<file path="src/inc/demand_select_cfg.svh">
// Register offsets, field positions, reset values and timing counts of the demand selector.
`ifndef DEMAND_SELECT_CFG_SVH
`define DEMAND_SELECT_CFG_SVH

// ----------------------------------------------------------------------------
// Register byte offsets
// ----------------------------------------------------------------------------
`define OFS_CTRL 5'h00
`define OFS_PRIO 5'h04
`define OFS_TIMES 5'h08
`define OFS_SETPOINT 5'h0C
`define OFS_HYST 5'h10
`define OFS_RATE 5'h14
`define OFS_STATUS 5'h18
`define OFS_TIMERS 5'h1C

// ----------------------------------------------------------------------------
// Control register fields
// ----------------------------------------------------------------------------
`define CTRL_SH_EN 0
`define CTRL_HW_EN 1
`define CTRL_LL_EN 2
`define CTRL_STORE_EN 3
`define CTRL_SH_FROST_EN 4
`define CTRL_HW_FROST_EN 5
`define CTRL_MANUAL_EN 6
`define CTRL_SWITCH_LSB 8
`define CTRL_SENSOR_LSB 10

// ----------------------------------------------------------------------------
// Writable bit masks and reset values
// ----------------------------------------------------------------------------
`define MASK_CTRL 32'h00000F7F
`define MASK_PRIO 32'h00FFFFFF
`define MASK_FULL 32'hFFFFFFFF
`define MASK_RATE 32'h0000FFFF
`define RST_CTRL 32'h00000000
`define RST_PRIO 32'h00000000
`define RST_TIMES 32'h00000000
`define RST_SETPOINT 32'h00000000
`define RST_HYST 32'h00000000
`define RST_RATE 32'h00000000

// ----------------------------------------------------------------------------
// Control tick timing
// ----------------------------------------------------------------------------
`define REF_CLK_HZ 10000000
`define TICK_PERIOD_US 100000
`define TICK_CYCLES ((`TICK_PERIOD_US) * (`REF_CLK_HZ / 1000000))

`endif

</file>
<file path="src/inc/demand_select_pkg.sv">
// Types shared by the burner demand selector and its countdown timers.
`default_nettype none
package demand_select_pkg;

    // Source that currently owns the burner.
    typedef enum logic [2:0] {
        src_off,
        src_space_heat,
        src_hot_water,
        src_lead_lag,
        src_frost
    } source_t;

    // Input that gates space heating demand.
    typedef enum logic [1:0] {
        sw_sensor_only,
        sw_thermostat,
        sw_limit_chain,
        sw_remote_stat
    } switch_t;

    // Temperature feeding the space heating loop.
    typedef enum logic [1:0] {
        sens_outlet,
        sens_inlet,
        sens_header,
        sens_spare
    } sensor_t;

endpackage
`default_nettype wire

</file>
<file path="src/rtl/burner_demand_priority_select.sv">
// Burner demand priority selector with space heating on/off demand and an Avalon-MM register slave.
//
// The address map and the Avalon-MM slave port were chosen for this implementation.
`timescale 1ns/1ps
`default_nettype none
`include "demand_select_cfg.svh"

// Function
// (RQ1) Frost guard only when no other demand
// (RQ2) Storage countdown reloads under pump demand
// (RQ3) Priority countdown reloads without pump demand
// (RQ4) Evaluation starts off with skip cleared
// (RQ5) Hot water wins while priority countdown runs
// (RQ6) Space heating chosen when enabled and pumping
// (RQ7) Lead-lag command outranks space heating
// (RQ8) Hot water replaces only by higher priority
// (RQ9) Storage countdown selects hot water
// (RQ10) Frost guard chosen from either enabled demand
// (RQ11) Skip flag when hot water outranks others
// (RQ12) Rate limited, then manual, then sequencing
// (RQ13) Demand rises below setpoint minus hysteresis
// (RQ14) Demand holds until above setpoint plus hysteresis
// (RQ15) Demand switch has four encoded choices
// (RQ16) Burner demand needs sensor demand
// (RQ17) Sensor only: pump follows burner demand
// (RQ18) Thermostat gates pump and burner demand
// (RQ19) Limit chain gates pump and burner demand
// (RQ20) Temperature from outlet, inlet or header
// (RQ21) Frost guard fires at minimum rate
// (RQ22) Five-value result, re-evaluated every tick
module burner_demand_priority_select import demand_select_pkg::*; #(
    parameter int TICK_CYCLES = `TICK_CYCLES,
    parameter int TW = 16,
    parameter int RW = 8
) (
    // Clock and reset
    input wire logic ref_clk,
    input wire logic nrst,
    // Avalon-MM slave
    input wire logic [4:0] avs_address,
    input wire logic avs_read,
    input wire logic avs_write,
    input wire logic [31:0] avs_writedata,
    input wire logic [3:0] avs_byteenable,
    output logic [31:0] avs_readdata,
    output logic avs_waitrequest,
    // Demand inputs from neighbouring logic
    input wire logic hot_water_pump_demand,
    input wire logic lead_lag_command_exists,
    input wire logic sh_frost_burner_demand,
    input wire logic hw_frost_burner_demand,
    // Switch pins
    input wire logic thermostat_pin,
    input wire logic limit_chain_input,
    input wire logic remote_stat_pin,
    // Temperatures
    input wire logic [15:0] outlet_temp,
    input wire logic [15:0] inlet_temp,
    input wire logic [15:0] header_temp,
    // Requested rates and overrides
    input wire logic [RW-1:0] sh_rate,
    input wire logic [RW-1:0] hw_rate,
    input wire logic [RW-1:0] ll_rate,
    input wire logic rate_limit_active,
    input wire logic [RW-1:0] rate_limit,
    input wire logic seq_override_active,
    input wire logic [RW-1:0] seq_override_rate,
    // Results for burner sequencing
    output source_t selected_source,
    output logic skip_short_cycle_flag,
    output logic sh_burner_demand,
    output logic sh_pump_demand,
    output logic [RW-1:0] firing_rate
);

    localparam int CW = $clog2(TICK_CYCLES + 1);

    // ------------------------------------------------------------------------
    // State
    // ------------------------------------------------------------------------
    typedef struct packed {
        logic [2:0] sync1;
        logic [2:0] sync2;
        logic [CW-1:0] tick_cnt;
        logic tick;
        logic [31:0] ctrl;
        logic [31:0] prio;
        logic [31:0] times;
        logic [31:0] setpoint;
        logic [31:0] hyst;
        logic [31:0] rate;
        logic sens_dem;
        source_t src;
        logic skip;
        logic sh_burner;
        logic sh_pump;
        logic [RW-1:0] frate;
        logic waitreq;
        logic [31:0] rdata;
    } state_t;

    state_t s_q;
    state_t s_d;

    logic [TW-1:0] store_cnt;
    logic [TW-1:0] prio_cnt;

    // ------------------------------------------------------------------------
    // Hot water countdowns
    // ------------------------------------------------------------------------
    countdown_timer #(.W(TW)) u_store_timer (
        .ref_clk(ref_clk),
        .nrst(nrst),
        .tick(s_q.tick),
        .reload(hot_water_pump_demand), // [RQ2]
        .load_value(s_q.times[TW-1:0]),
        .count(store_cnt)
    );

    countdown_timer #(.W(TW)) u_prio_timer (
        .ref_clk(ref_clk),
        .nrst(nrst),
        .tick(s_q.tick),
        .reload(!hot_water_pump_demand), // [RQ3]
        .load_value(s_q.times[16+TW-1:16]),
        .count(prio_cnt)
    );

    function automatic logic [31:0] merge(input logic [31:0] old, input logic [31:0] wd,
                                          input logic [3:0] be, input logic [31:0] mask);
        logic [31:0] r;
        r = old;
        for (int i = 0; i < 4; i++) begin
            if (be[i]) begin
                r[8*i +: 8] = wd[8*i +: 8];
            end
        end
        return r & mask;
    endfunction

    // ------------------------------------------------------------------------
    // Next state
    // ------------------------------------------------------------------------
    logic sh_en, hw_en, ll_en, store_en, shf_en, hwf_en, man_en, hw_dem, skip_c, sw_on;
    logic [7:0] sh_p, hw_p, ll_p;
    logic [16:0] temp, sp, on_lvl, off_lvl;
    source_t sel;
    switch_t sw_mode;
    logic [RW-1:0] base;

    always_comb begin
        s_d = s_q;
        sh_en = s_q.ctrl[`CTRL_SH_EN];
        hw_en = s_q.ctrl[`CTRL_HW_EN];
        ll_en = s_q.ctrl[`CTRL_LL_EN];
        store_en = s_q.ctrl[`CTRL_STORE_EN];
        shf_en = s_q.ctrl[`CTRL_SH_FROST_EN];
        hwf_en = s_q.ctrl[`CTRL_HW_FROST_EN];
        man_en = s_q.ctrl[`CTRL_MANUAL_EN];
        sw_mode = switch_t'(s_q.ctrl[`CTRL_SWITCH_LSB +: 2]);
        sh_p = s_q.prio[7:0];
        hw_p = s_q.prio[15:8];
        ll_p = s_q.prio[23:16];

        // Pins cross into this domain through two flops.
        s_d.sync1 = {remote_stat_pin, limit_chain_input, thermostat_pin};
        s_d.sync2 = s_q.sync1;

        // Control tick divider.
        s_d.tick = 1'b0;
        if (s_q.tick_cnt == CW'(TICK_CYCLES - 1)) begin
            s_d.tick_cnt = '0;
            s_d.tick = 1'b1;
        end else begin
            s_d.tick_cnt = s_q.tick_cnt + CW'(1);
        end

        // Space heating temperature source and hysteresis band.
        case (sensor_t'(s_q.ctrl[`CTRL_SENSOR_LSB +: 2])) // [RQ20]
            sens_inlet: temp = {1'b0, inlet_temp};
            sens_header: temp = {1'b0, header_temp};
            default: temp = {1'b0, outlet_temp};
        endcase
        sp = {1'b0, s_q.setpoint[15:0]};
        on_lvl = sp - {1'b0, s_q.hyst[15:0]};
        off_lvl = sp + {1'b0, s_q.hyst[31:16]};
        // A hysteresis larger than the setpoint wraps; clamp so demand cannot latch on spuriously.
        if ({1'b0, s_q.hyst[15:0]} > sp) begin
            on_lvl = '0;
        end
        if (temp < on_lvl) begin
            s_d.sens_dem = 1'b1; // [RQ13]
        end else if (temp > off_lvl) begin
            s_d.sens_dem = 1'b0; // [RQ14]
        end

        // Demand switch gating.
        case (sw_mode) // [RQ15]
            sw_thermostat: sw_on = s_q.sync2[0]; // [RQ18]
            sw_limit_chain: sw_on = s_q.sync2[1]; // [RQ19]
            sw_remote_stat: sw_on = s_q.sync2[2];
            default: sw_on = 1'b1;
        endcase
        s_d.sh_burner = s_q.sens_dem && sw_on; // [RQ16] [RQ14]
        if (sw_mode == sw_sensor_only) begin
            s_d.sh_pump = s_q.sh_burner; // [RQ17]
        end else begin
            s_d.sh_pump = sw_on; // [RQ18] [RQ19]
        end

        // Priority evaluation.
        sel = src_off; // [RQ4]
        skip_c = 1'b0; // [RQ4]
        hw_dem = hw_en && hot_water_pump_demand;
        if (hw_dem && prio_cnt != '0) begin
            sel = src_hot_water; // [RQ5]
        end
        if (sel == src_off) begin
            if (sh_en && s_q.sh_pump) begin
                sel = src_space_heat; // [RQ6]
            end
            if (ll_en && lead_lag_command_exists) begin
                sel = src_lead_lag; // [RQ7]
            end
            if (hw_dem) begin
                if (sel == src_space_heat) begin
                    if (hw_p > sh_p) begin
                        sel = src_hot_water; // [RQ8]
                    end
                end else if (sel == src_lead_lag) begin
                    if (hw_p > ll_p) begin
                        sel = src_hot_water; // [RQ8]
                    end
                end else begin
                    sel = src_hot_water; // [RQ8]
                end
            end
        end
        if (sel == src_off && store_en && store_cnt != '0) begin
            sel = src_hot_water; // [RQ9]
        end
        if (sel == src_off) begin
            if ((shf_en && sh_frost_burner_demand) || (hwf_en && hw_frost_burner_demand)) begin
                sel = src_frost; // [RQ10] [RQ1]
            end
        end
        if (sel == src_hot_water) begin
            if (prio_cnt != '0 || ((!sh_en || hw_p > sh_p) && (!ll_en || hw_p > ll_p))) begin
                skip_c = 1'b1; // [RQ11]
            end
        end
        if (s_q.tick) begin
            s_d.src = sel; // [RQ22]
            s_d.skip = skip_c;
        end

        // Firing rate: source, then limiting, then manual, then sequencing.
        case (s_q.src)
            src_space_heat: base = sh_rate;
            src_hot_water: base = hw_rate;
            src_lead_lag: base = ll_rate;
            src_frost: base = s_q.rate[RW-1:0]; // [RQ21]
            default: base = '0;
        endcase
        if (rate_limit_active && s_q.src != src_frost && base > rate_limit) begin
            base = rate_limit; // [RQ12]
        end
        if (man_en) begin
            base = s_q.rate[8 +: RW]; // [RQ12]
        end
        if (seq_override_active) begin
            base = seq_override_rate; // [RQ12]
        end
        s_d.frate = base;

        // Avalon slave: one wait cycle, then the access completes.
        s_d.waitreq = 1'b1;
        if ((avs_read || avs_write) && s_q.waitreq) begin
            s_d.waitreq = 1'b0;
            case (avs_address)
                `OFS_CTRL: s_d.rdata = s_q.ctrl;
                `OFS_PRIO: s_d.rdata = s_q.prio;
                `OFS_TIMES: s_d.rdata = s_q.times;
                `OFS_SETPOINT: s_d.rdata = s_q.setpoint;
                `OFS_HYST: s_d.rdata = s_q.hyst;
                `OFS_RATE: s_d.rdata = s_q.rate;
                `OFS_STATUS: s_d.rdata = {26'h0000000, s_q.sh_pump, s_q.sh_burner, s_q.skip, s_q.src};
                `OFS_TIMERS: s_d.rdata = {16'(prio_cnt), 16'(store_cnt)};
                default: s_d.rdata = 32'h00000000;
            endcase
        end
        if (avs_write && !s_q.waitreq) begin
            case (avs_address)
                `OFS_CTRL: s_d.ctrl = merge(s_q.ctrl, avs_writedata, avs_byteenable, `MASK_CTRL);
                `OFS_PRIO: s_d.prio = merge(s_q.prio, avs_writedata, avs_byteenable, `MASK_PRIO);
                `OFS_TIMES: s_d.times = merge(s_q.times, avs_writedata, avs_byteenable, `MASK_FULL);
                `OFS_SETPOINT: s_d.setpoint = merge(s_q.setpoint, avs_writedata, avs_byteenable, `MASK_RATE);
                `OFS_HYST: s_d.hyst = merge(s_q.hyst, avs_writedata, avs_byteenable, `MASK_FULL);
                `OFS_RATE: s_d.rate = merge(s_q.rate, avs_writedata, avs_byteenable, `MASK_RATE);
                default: s_d.rdata = s_q.rdata;
            endcase
        end
    end

    always_ff @(posedge ref_clk or negedge nrst) begin
        if (!nrst) begin
            s_q <= '0;
            s_q.ctrl <= `RST_CTRL;
            s_q.prio <= `RST_PRIO;
            s_q.times <= `RST_TIMES;
            s_q.setpoint <= `RST_SETPOINT;
            s_q.hyst <= `RST_HYST;
            s_q.rate <= `RST_RATE;
            s_q.src <= src_off;
            s_q.waitreq <= 1'b1;
        end else begin
            s_q <= s_d;
        end
    end

    assign avs_readdata = s_q.rdata;
    assign avs_waitrequest = s_q.waitreq;
    assign selected_source = s_q.src;
    assign skip_short_cycle_flag = s_q.skip;
    assign sh_burner_demand = s_q.sh_burner;
    assign sh_pump_demand = s_q.sh_pump;
    assign firing_rate = s_q.frate;

    // ------------------------------------------------------------------------
    // Assertions
    // ------------------------------------------------------------------------
    property p_frost_last;
        @(posedge ref_clk) disable iff (!nrst)
        s_q.tick && ((hw_en && hot_water_pump_demand) || (sh_en && s_q.sh_pump)
            || (ll_en && lead_lag_command_exists)) |=> selected_source != src_frost;
    endproperty
    a_frost_last: assert property (p_frost_last) else $error("frost guard chosen over demand"); // [RQ1]

    property p_store_reload;
        @(posedge ref_clk) disable iff (!nrst)
        hot_water_pump_demand |=> store_cnt == $past(s_q.times[TW-1:0]);
    endproperty
    a_store_reload: assert property (p_store_reload) else $error("storage countdown not reloaded"); // [RQ2]

    property p_prio_count;
        @(posedge ref_clk) disable iff (!nrst)
        hot_water_pump_demand && $past(hot_water_pump_demand) && s_q.tick && prio_cnt != '0
            |=> prio_cnt == $past(prio_cnt) - TW'(1);
    endproperty
    a_prio_count: assert property (p_prio_count) else $error("priority countdown did not step"); // [RQ3]

    property p_hw_first;
        @(posedge ref_clk) disable iff (!nrst)
        s_q.tick && hw_en && hot_water_pump_demand && prio_cnt != '0
            |=> selected_source == src_hot_water && skip_short_cycle_flag;
    endproperty
    a_hw_first: assert property (p_hw_first) else $error("hot water not chosen during priority"); // [RQ5]

    property p_ll_over_sh;
        @(posedge ref_clk) disable iff (!nrst)
        s_q.tick && !hw_en && ll_en && lead_lag_command_exists |=> selected_source == src_lead_lag;
    endproperty
    a_ll_over_sh: assert property (p_ll_over_sh) else $error("lead-lag not chosen"); // [RQ7]

    property p_skip_hw_only;
        @(posedge ref_clk) disable iff (!nrst)
        selected_source != src_hot_water |-> !skip_short_cycle_flag;
    endproperty
    a_skip_hw_only: assert property (p_skip_hw_only) else $error("skip flag without hot water"); // [RQ11]

    property p_sensor_rise;
        @(posedge ref_clk) disable iff (!nrst)
        temp < on_lvl |=> s_q.sens_dem ##1 (sh_burner_demand == sw_on || $changed(sw_on));
    endproperty
    a_sensor_rise: assert property (p_sensor_rise) else $error("demand not raised below band"); // [RQ13]

    property p_stat_off;
        @(posedge ref_clk) disable iff (!nrst)
        sw_mode == sw_thermostat && !s_q.sync2[0] && $stable(sw_mode) |=> !sh_pump_demand && !sh_burner_demand;
    endproperty
    a_stat_off: assert property (p_stat_off) else $error("demand with thermostat off"); // [RQ18]

    property p_frost_rate;
        @(posedge ref_clk) disable iff (!nrst)
        s_q.src == src_frost && !man_en && !seq_override_active |=> firing_rate == $past(s_q.rate[RW-1:0]);
    endproperty
    a_frost_rate: assert property (p_frost_rate) else $error("frost rate not minimum"); // [RQ21]

    c_hw_preempt: cover property (@(posedge ref_clk) disable iff (!nrst)
        selected_source == src_space_heat ##1 selected_source == src_hot_water);
    c_frost: cover property (@(posedge ref_clk) disable iff (!nrst) selected_source == src_frost);
    c_skip: cover property (@(posedge ref_clk) disable iff (!nrst) $rose(skip_short_cycle_flag));

endmodule
`default_nettype wire

</file>
<file path="src/rtl/countdown_timer.sv">
// Reloadable tick-driven countdown that holds at zero.
`timescale 1ns/1ps
`default_nettype none
module countdown_timer import demand_select_pkg::*; #(
    parameter int W = 16
) (
    // Clock and reset
    input wire logic ref_clk,
    input wire logic nrst,
    // Control
    input wire logic tick,
    input wire logic reload,
    input wire logic [W-1:0] load_value,
    // Count
    output logic [W-1:0] count
);

    typedef struct packed {
        logic [W-1:0] cnt;
    } timer_state_t;

    timer_state_t s_q;
    timer_state_t s_d;

    // Reload wins over the tick so the count never dips while the cause persists.
    always_comb begin
        s_d = s_q;
        if (reload) begin
            s_d.cnt = load_value;
        end else if (tick && s_q.cnt != '0) begin
            s_d.cnt = s_q.cnt - W'(1);
        end
    end

    always_ff @(posedge ref_clk or negedge nrst) begin
        if (!nrst) begin
            s_q <= '0;
        end else begin
            s_q <= s_d;
        end
    end

    assign count = s_q.cnt;

endmodule
`default_nettype wire

</file>
<file path="config.mk">
export PLATFORM = sky130hd
export DESIGN_NAME = burner_demand_priority_select
export DESIGN_NICKNAME = d
export VERILOG_FILES = /design/src/inc/demand_select_pkg.sv /design/src/rtl/burner_demand_priority_select.sv /design/src/rtl/countdown_timer.sv
export VERILOG_INCLUDE_DIRS = /design/src /design/src/inc
export SDC_FILE = /design/constraint.sdc
export NUM_CORES = 1
export LEC_CHECK = 0
export ABC_AREA = 1
export BUFFER_PORTS_ARGS = -buffer_cell sky130_fd_sc_hd__buf_2
export CORE_MARGIN = 2
export CORE_UTILIZATION = 45
export CTS_BUF_LIST = sky130_fd_sc_hd__clkbuf_8
export CTS_CLUSTER_DIAMETER = 40
export DETAILED_ROUTE_END_ITERATION = 8
export PLACE_DENSITY = 0.69
export SYNTH_ARGS = -nofsm -noshare
export SYNTH_HDL_FRONTEND = slang
export SYNTH_SLANG_ARGS = --single-unit
</file>
<file path="constraint.sdc">
create_clock -name ref_clk -period 3.6 [get_ports ref_clk]
set_clock_uncertainty 0.05 [all_clocks]
set_input_delay 0.36 -clock ref_clk [delete_from_list [all_inputs] [get_ports ref_clk]]
set_output_delay 0.36 -clock ref_clk [all_outputs]
set_load 0.02 [all_outputs]
</file>
== Word level (Yosys, flattened, before mapping) ==
Cells that the tools add are included.
Operators by class
  add/sub/neg operators: 5
  multiply operators: 0
  divide/modulo/power cells: 0
  order comparisons: 6
  eq/ne operators: 23
  shift-type cells: 0
  mux-type cells: 35
  bitwise gates (word level): 0
  reductions and logical operators: 51
Operator list (number)
  $pmux W32 S8: 1
  $mux W16: 4
  $mux W32: 2
  $reduce_and A3 Y1: 17
  $mux W3: 12
  $mux W33: 1
  $pmux W16 S2: 1
  $pmux W8 S4: 1
  $reduce_bool A16 Y1: 2
  $sub A16 B1 Y16 const B: 2
  $gt A8 B8 Y1: 3
  $mux W8: 3
  $add A20 B1 Y20 const B: 1
  $eq A20 B20 Y1 const B: 1
  $eq A5 B5 Y1 const B: 4
  $mux W20: 1
  $add A16 B16 Y17: 1
  $gt A17 B17 Y1: 1
  $lt A17 B17 Y1: 1
  $mux W17: 1
  $sub A16 B16 Y17: 1
  $gt A16 B16 Y1: 1
  $logic_and A1 B1 Y1: 16
  $eq A3 B2 Y1 const B: 4
  19 further kinds: 38
Word-level totals
  register bits: 238
  latch bits: 0
  bits in writable memories: 0
  memory bits (read-only): 0
  input port bits: 142
  output and inout port bits: 47
  logic and storage cells: 151
  memories kept: 0

== Longest topological paths before layout ==
  depth after elaboration: 19
  gate-level depth with buffers: 23
  depth with buffers taken out: 23

== Hierarchy ==
From an unflattened synthesis, not the netlist that was laid out.
Unflattened totals
  cell total of the unflattened synthesis: 2073
  area, all modules: 15506.1 µm²
Modules (own cells, without submodules)
  burner_demand_priority_select: instances 1, cells each 1713, area each 13130.1 µm², sequential area each 5156.2 µm²
  countdown_timer (u_store_timer): instances 1, cells each 180, area each 1214.9 µm², sequential area each 400.4 µm²
  countdown_timer (u_prio_timer): instances 1, cells each 180, area each 1161.1 µm², sequential area each 400.4 µm²

== Worst setup path after synthesis ==
No wires, ideal clock.
  path kind: reg-to-reg
  start: register s_q[112] (netlist bit)
  end: register s_q[47] (netlist bit)
  library setup time: 116 ps
  arrival: 2876 ps
  required time: 3434 ps
  path slack: 558 ps
  cell stages (with the launch flop): 24
  cells stage by stage: dfrtp_1 -> inv_1 -> ha_1 -> fa_1 -> inv_1 -> nand3_1 -> nand2_1 -> nand2_1 -> nand2_1 -> o21ai_0 -> o21ai_0 -> nand3_1 -> nand2_1 -> or2_2 -> nand3_1 -> ha_1 -> a21oi_1 -> nand3b_1 -> a21boi_0 -> nor2_1 -> o21ai_0 -> o21ai_0 -> nand2_1 -> nand2_1
On the way
  longest elaborated chain between the ends: 4
  elaborated cells on any way between the ends: 8
  those cells by class: 2 x add/sub; 3 x order compare; 2 x mux; 1 x reduce/logical
RTL lines
  start, declared: line burner_demand_priority_select.sv:102  | state_t s_q;
  $sub A16 B16 Y17 or $gt A16 B16 Y1 (tied branches): line burner_demand_priority_select.sv:185, burner_demand_priority_select.sv:188
  $mux W17: line burner_demand_priority_select.sv:188  | if ({1'b0, s_q.hyst[15:0]} > sp) begin
  $lt A17 B17 Y1: line burner_demand_priority_select.sv:191  | if (temp < on_lvl) begin
  $mux W1 or $reduce_bool A2 Y1 (tied branches)
Several ways; a longest one is shown, not always the timed one.
A chain may end at the register's enable or synchronous reset.

== Worst setup path after layout ==
Same ends and word-level chain as after synthesis.

==> impl_metrics.tcl <==
set metrics [dict create \
    seq_area_um2 5960 \
    drc 0 \
    die_x_um 187 \
    syn_nets 2188 \
    synth_compound_area_share_pct 15.6 \
    power_w 0.00780 \
    port_buffers 188 \
    multi_input_area_um2 7640 \
    final_max_slew_viol_count 0 \
    ioPinCount 189 \
    worst-setup-path-type "flip-flop to flip-flop" \
    whs_path_depth 3 \
    yosys.cell_types.count 62 \
    diodes 0 \
    syn2layout_area_growth_pct 13.8 \
    layout-drive-gt1-share_pct 15.9 \
    gp_congestion 0.935 \
    max_stage_delay_ns 0.39 \
    yosysWarningCount 0 \
    viasPerCell 5.49 \
    path_common_cell "nand2_1" \
    hpwl_um 35700 \
    numCtsBuffers 44 \
    worstPathArrival_ns 3.73 \
    crit_required_ns 3.99 \
    coreArea_um2 33300 \
    hp-class "input port to flip-flop" \
    start_util_pct 45.4 \
    switching_share_pct 34.8 \
    wire_per_inst_um 18.2 \
    antenna_left 0 \
    p_int_w 0.00508 \
    worst_pin_slew_ns 1.01 \
    drt_iter0_drc 1197 \
    final-setup-viol-count 0 \
    cts_buffer_depth 3 \
    grt_pass1_vias 13600 \
    critPathLaunchType "flip-flop" \
    netlist_area_um2 15100 \
    num_vias 14300 \
    htree_levels 2 \
    routed_wl_um 47200 \
    p_per_area_nw_per_um2 453 \
    clock-root-buffer "clkbuf_8" \
    combPwrFrac_pct 26.3 \
    synthCells 1951 \
    crit_chain "inv_1, ha_1, fa_1, inv_1, nand3_1, nand2_2, nand2_1, nand2_1, o21ai_0, o21ai_1, nand3_1, nand2_1, or2_2, nand3_1, ha_1, a21oi_1, nand3b_1, a21boi_1, nor2_1, o21ai_0, o21ai_1, nand2_1, nand2_1" \
    reg2reg_depth 23 \
    cp_slowest_cell "dfrtp_1" \
    p_leak_nw 8.75 \
    die_area_um2 35100 \
    grt_antenna_before_repair 0 \
    finalHoldViolCount 0 \
    grt_overflow 0 \
    power.net_switching_w 0.00272 \
    finalCritPeriodShare_pct 92.6 \
    crit_path_end_kind "flip-flop" \
    synth_top_family_by_area "simple AND/OR/NAND/NOR gates" \
    postPlaceCellArea_um2 16100 \
    cp_max_fo 4 \
    synth_flop_cell "dfrtp_1" \
    cts_tree "built" \
    die_y_um 187 \
    vdd_drop_max_v 0.000254 \
    synth_xor_area_share_pct 2.84 \
    fin_area_um2 17200 \
    syn_area_per_cell_um2 7.75 \
    final_util_pct 51.7 \
    outcome "complete, no violations" \
    period_needed_ns 3.33 \
    ys_async_sr_fraction_pct 100 \
    synth.ff_latch_count 238 \
    yosys.area_share.simple_pct 24.0 \
    power_frac_clock_pct 34.3 \
    track_usage_pct 26.6 \
    synth_fa_ha_area_share_pct 7.96 \
    muxShareOfSynthArea_pct 0 \
    layout_common_cells "nand2_1, dfrtp_1, inv_1" \
    first_pass_iters 8 \
    max_freq_mhz 300 \
    synth_edf_count 0 \
    rrSetupSlack_ns 0.27 \
    grt_max_degree 87 \
    cts.reportedPaths.clkPinSlew_ns 0.06 \
    ys_seq_area_share_pct 39.4 \
    fillCellCount 3275 \
    clkLatencyLatePin_ns 0.57 \
    holdWs_ns 0.0222 \
    core.rowCount 67 \
    relSlewSlack_pct 32.8 \
    cts.sinks 238 \
    seqPwrFrac_pct 39.4 \
    grt_pass1_wl_um 74000 \
    cap_violations 0 \
    layout_commonest_cell "nand2_1" \
    finalNetCount 2352 \
]
-- stage by stage --
stage,setup WS (ns),TNS (ns),instances
5_1_grt,-0.00247,-0.00247,2596
3_3_place_gp,0.211,0,2501
6_report,0.267,0,2596
4_1_cts,0.0876,0,2593
3_5_place_dp,0.143,0,2501
2_1_floorplan,0.558,0,1951
-- Yosys cell counts (16+ instances only) --
master    count  area share, %
buf_4        44            2.2
nor2_1       88            2.2
inv_1       222            5.5
dfrtp_1     237             39
nand3_1      85            2.8
buf_2        20           0.66
nand2_1     544             14
clkbuf_1     27           0.67
nor3_1       21           0.69
xor2_1       41            2.4
o21ai_0     195            6.5
o221ai_1     16           0.93
ha_1         93            7.7
a21oi_1      83            2.7
nand4_1      42            1.7
-- registers in the layout (all words and copies together) (netlist names), 3 cells and up --
name                 count
avs_readdata            32
firing_rate              8
hw_p                     8
ll_p                     8
s_d                      3
s_q                    136
selected_source          3
u_prio_timer.count      16
u_store_timer.count     16
-- worst paths after layout --
check	start	to
max	s_q[112]	s_q[47]
min in group asynchronous	nrst	s_q[244]
max in group asynchronous	nrst	s_q[150]
min	avs_writedata[25]	s_q[105]
min reg2reg	s_d[262]	s_q[262]
max reg2reg	s_q[112]	s_q[47]
-- power by group through the flow --
stage	registers (W)	clock network [W]	logic (W)
floorplan	0.00304	0	0.00139
global placement	0.00310	0	0.00195
detailed placement	0.00311	0	0.00200
CTS	0.00306	0.00272	0.00202
global route	0.00308	0.00286	0.00232
finish	0.00307	0.00268	0.00205
-- metal layers --
metal	part of all wire, %	up-vias	GRT usage, %	wire length [um]
met3	6.9	109	3.30	3240
met4	3.9	0	10.3	1820
met5	0	-	0	0
met1	43	6764	36.7	20100
li1	-	6782	-	-
met2	47	600	42.8	22000
-- worst max-delay path, delay by kind of cell (launching register included) --
family / cells / cell delay [ns]
flip-flops: 1 / 0.39
adder cells (fa/ha/maj): 3 / 0.87
AO/OA/AOI/OAI: 6 / 0.80
AND/OR/NAND/NOR: 12 / 0.96
buffers and inverters: 2 / 0.15
-- layout make-up --
class	instances	area share (%)
multi-input cells	1375	44.4
flip-flops and latches	238	34.6
repair buffers	219	7.21
inverters	237	5.20
clock buffers	55	4.40
well taps	448	3.26
clock inverters	24	0.902
-- cell families (layout without fill, tap and decap cells) --
| kind of cell | count (synthesis) | in the layout |
|---|---|---|
| AO/OA/AOI/OAI | 400 | 400 |
| XOR/XNOR | 49 | 49 |
| buffers and inverters | 338 | 535 |
| flip-flops | 238 | 238 |
| adder cells (fa/ha/maj) | 95 | 95 |
| AND/OR/NAND/NOR | 831 | 831 |
-- timing repair --
action / 4_1_cts / 5_1_grt
gates resized for setup: 0 / 4
hold buffers: 13 / 0
setup endpoints to repair: 0 / 1
hold endpoints to repair: 95 / 0
setup buffers: 0 / 3
Power figures use the tool's default switching activity.
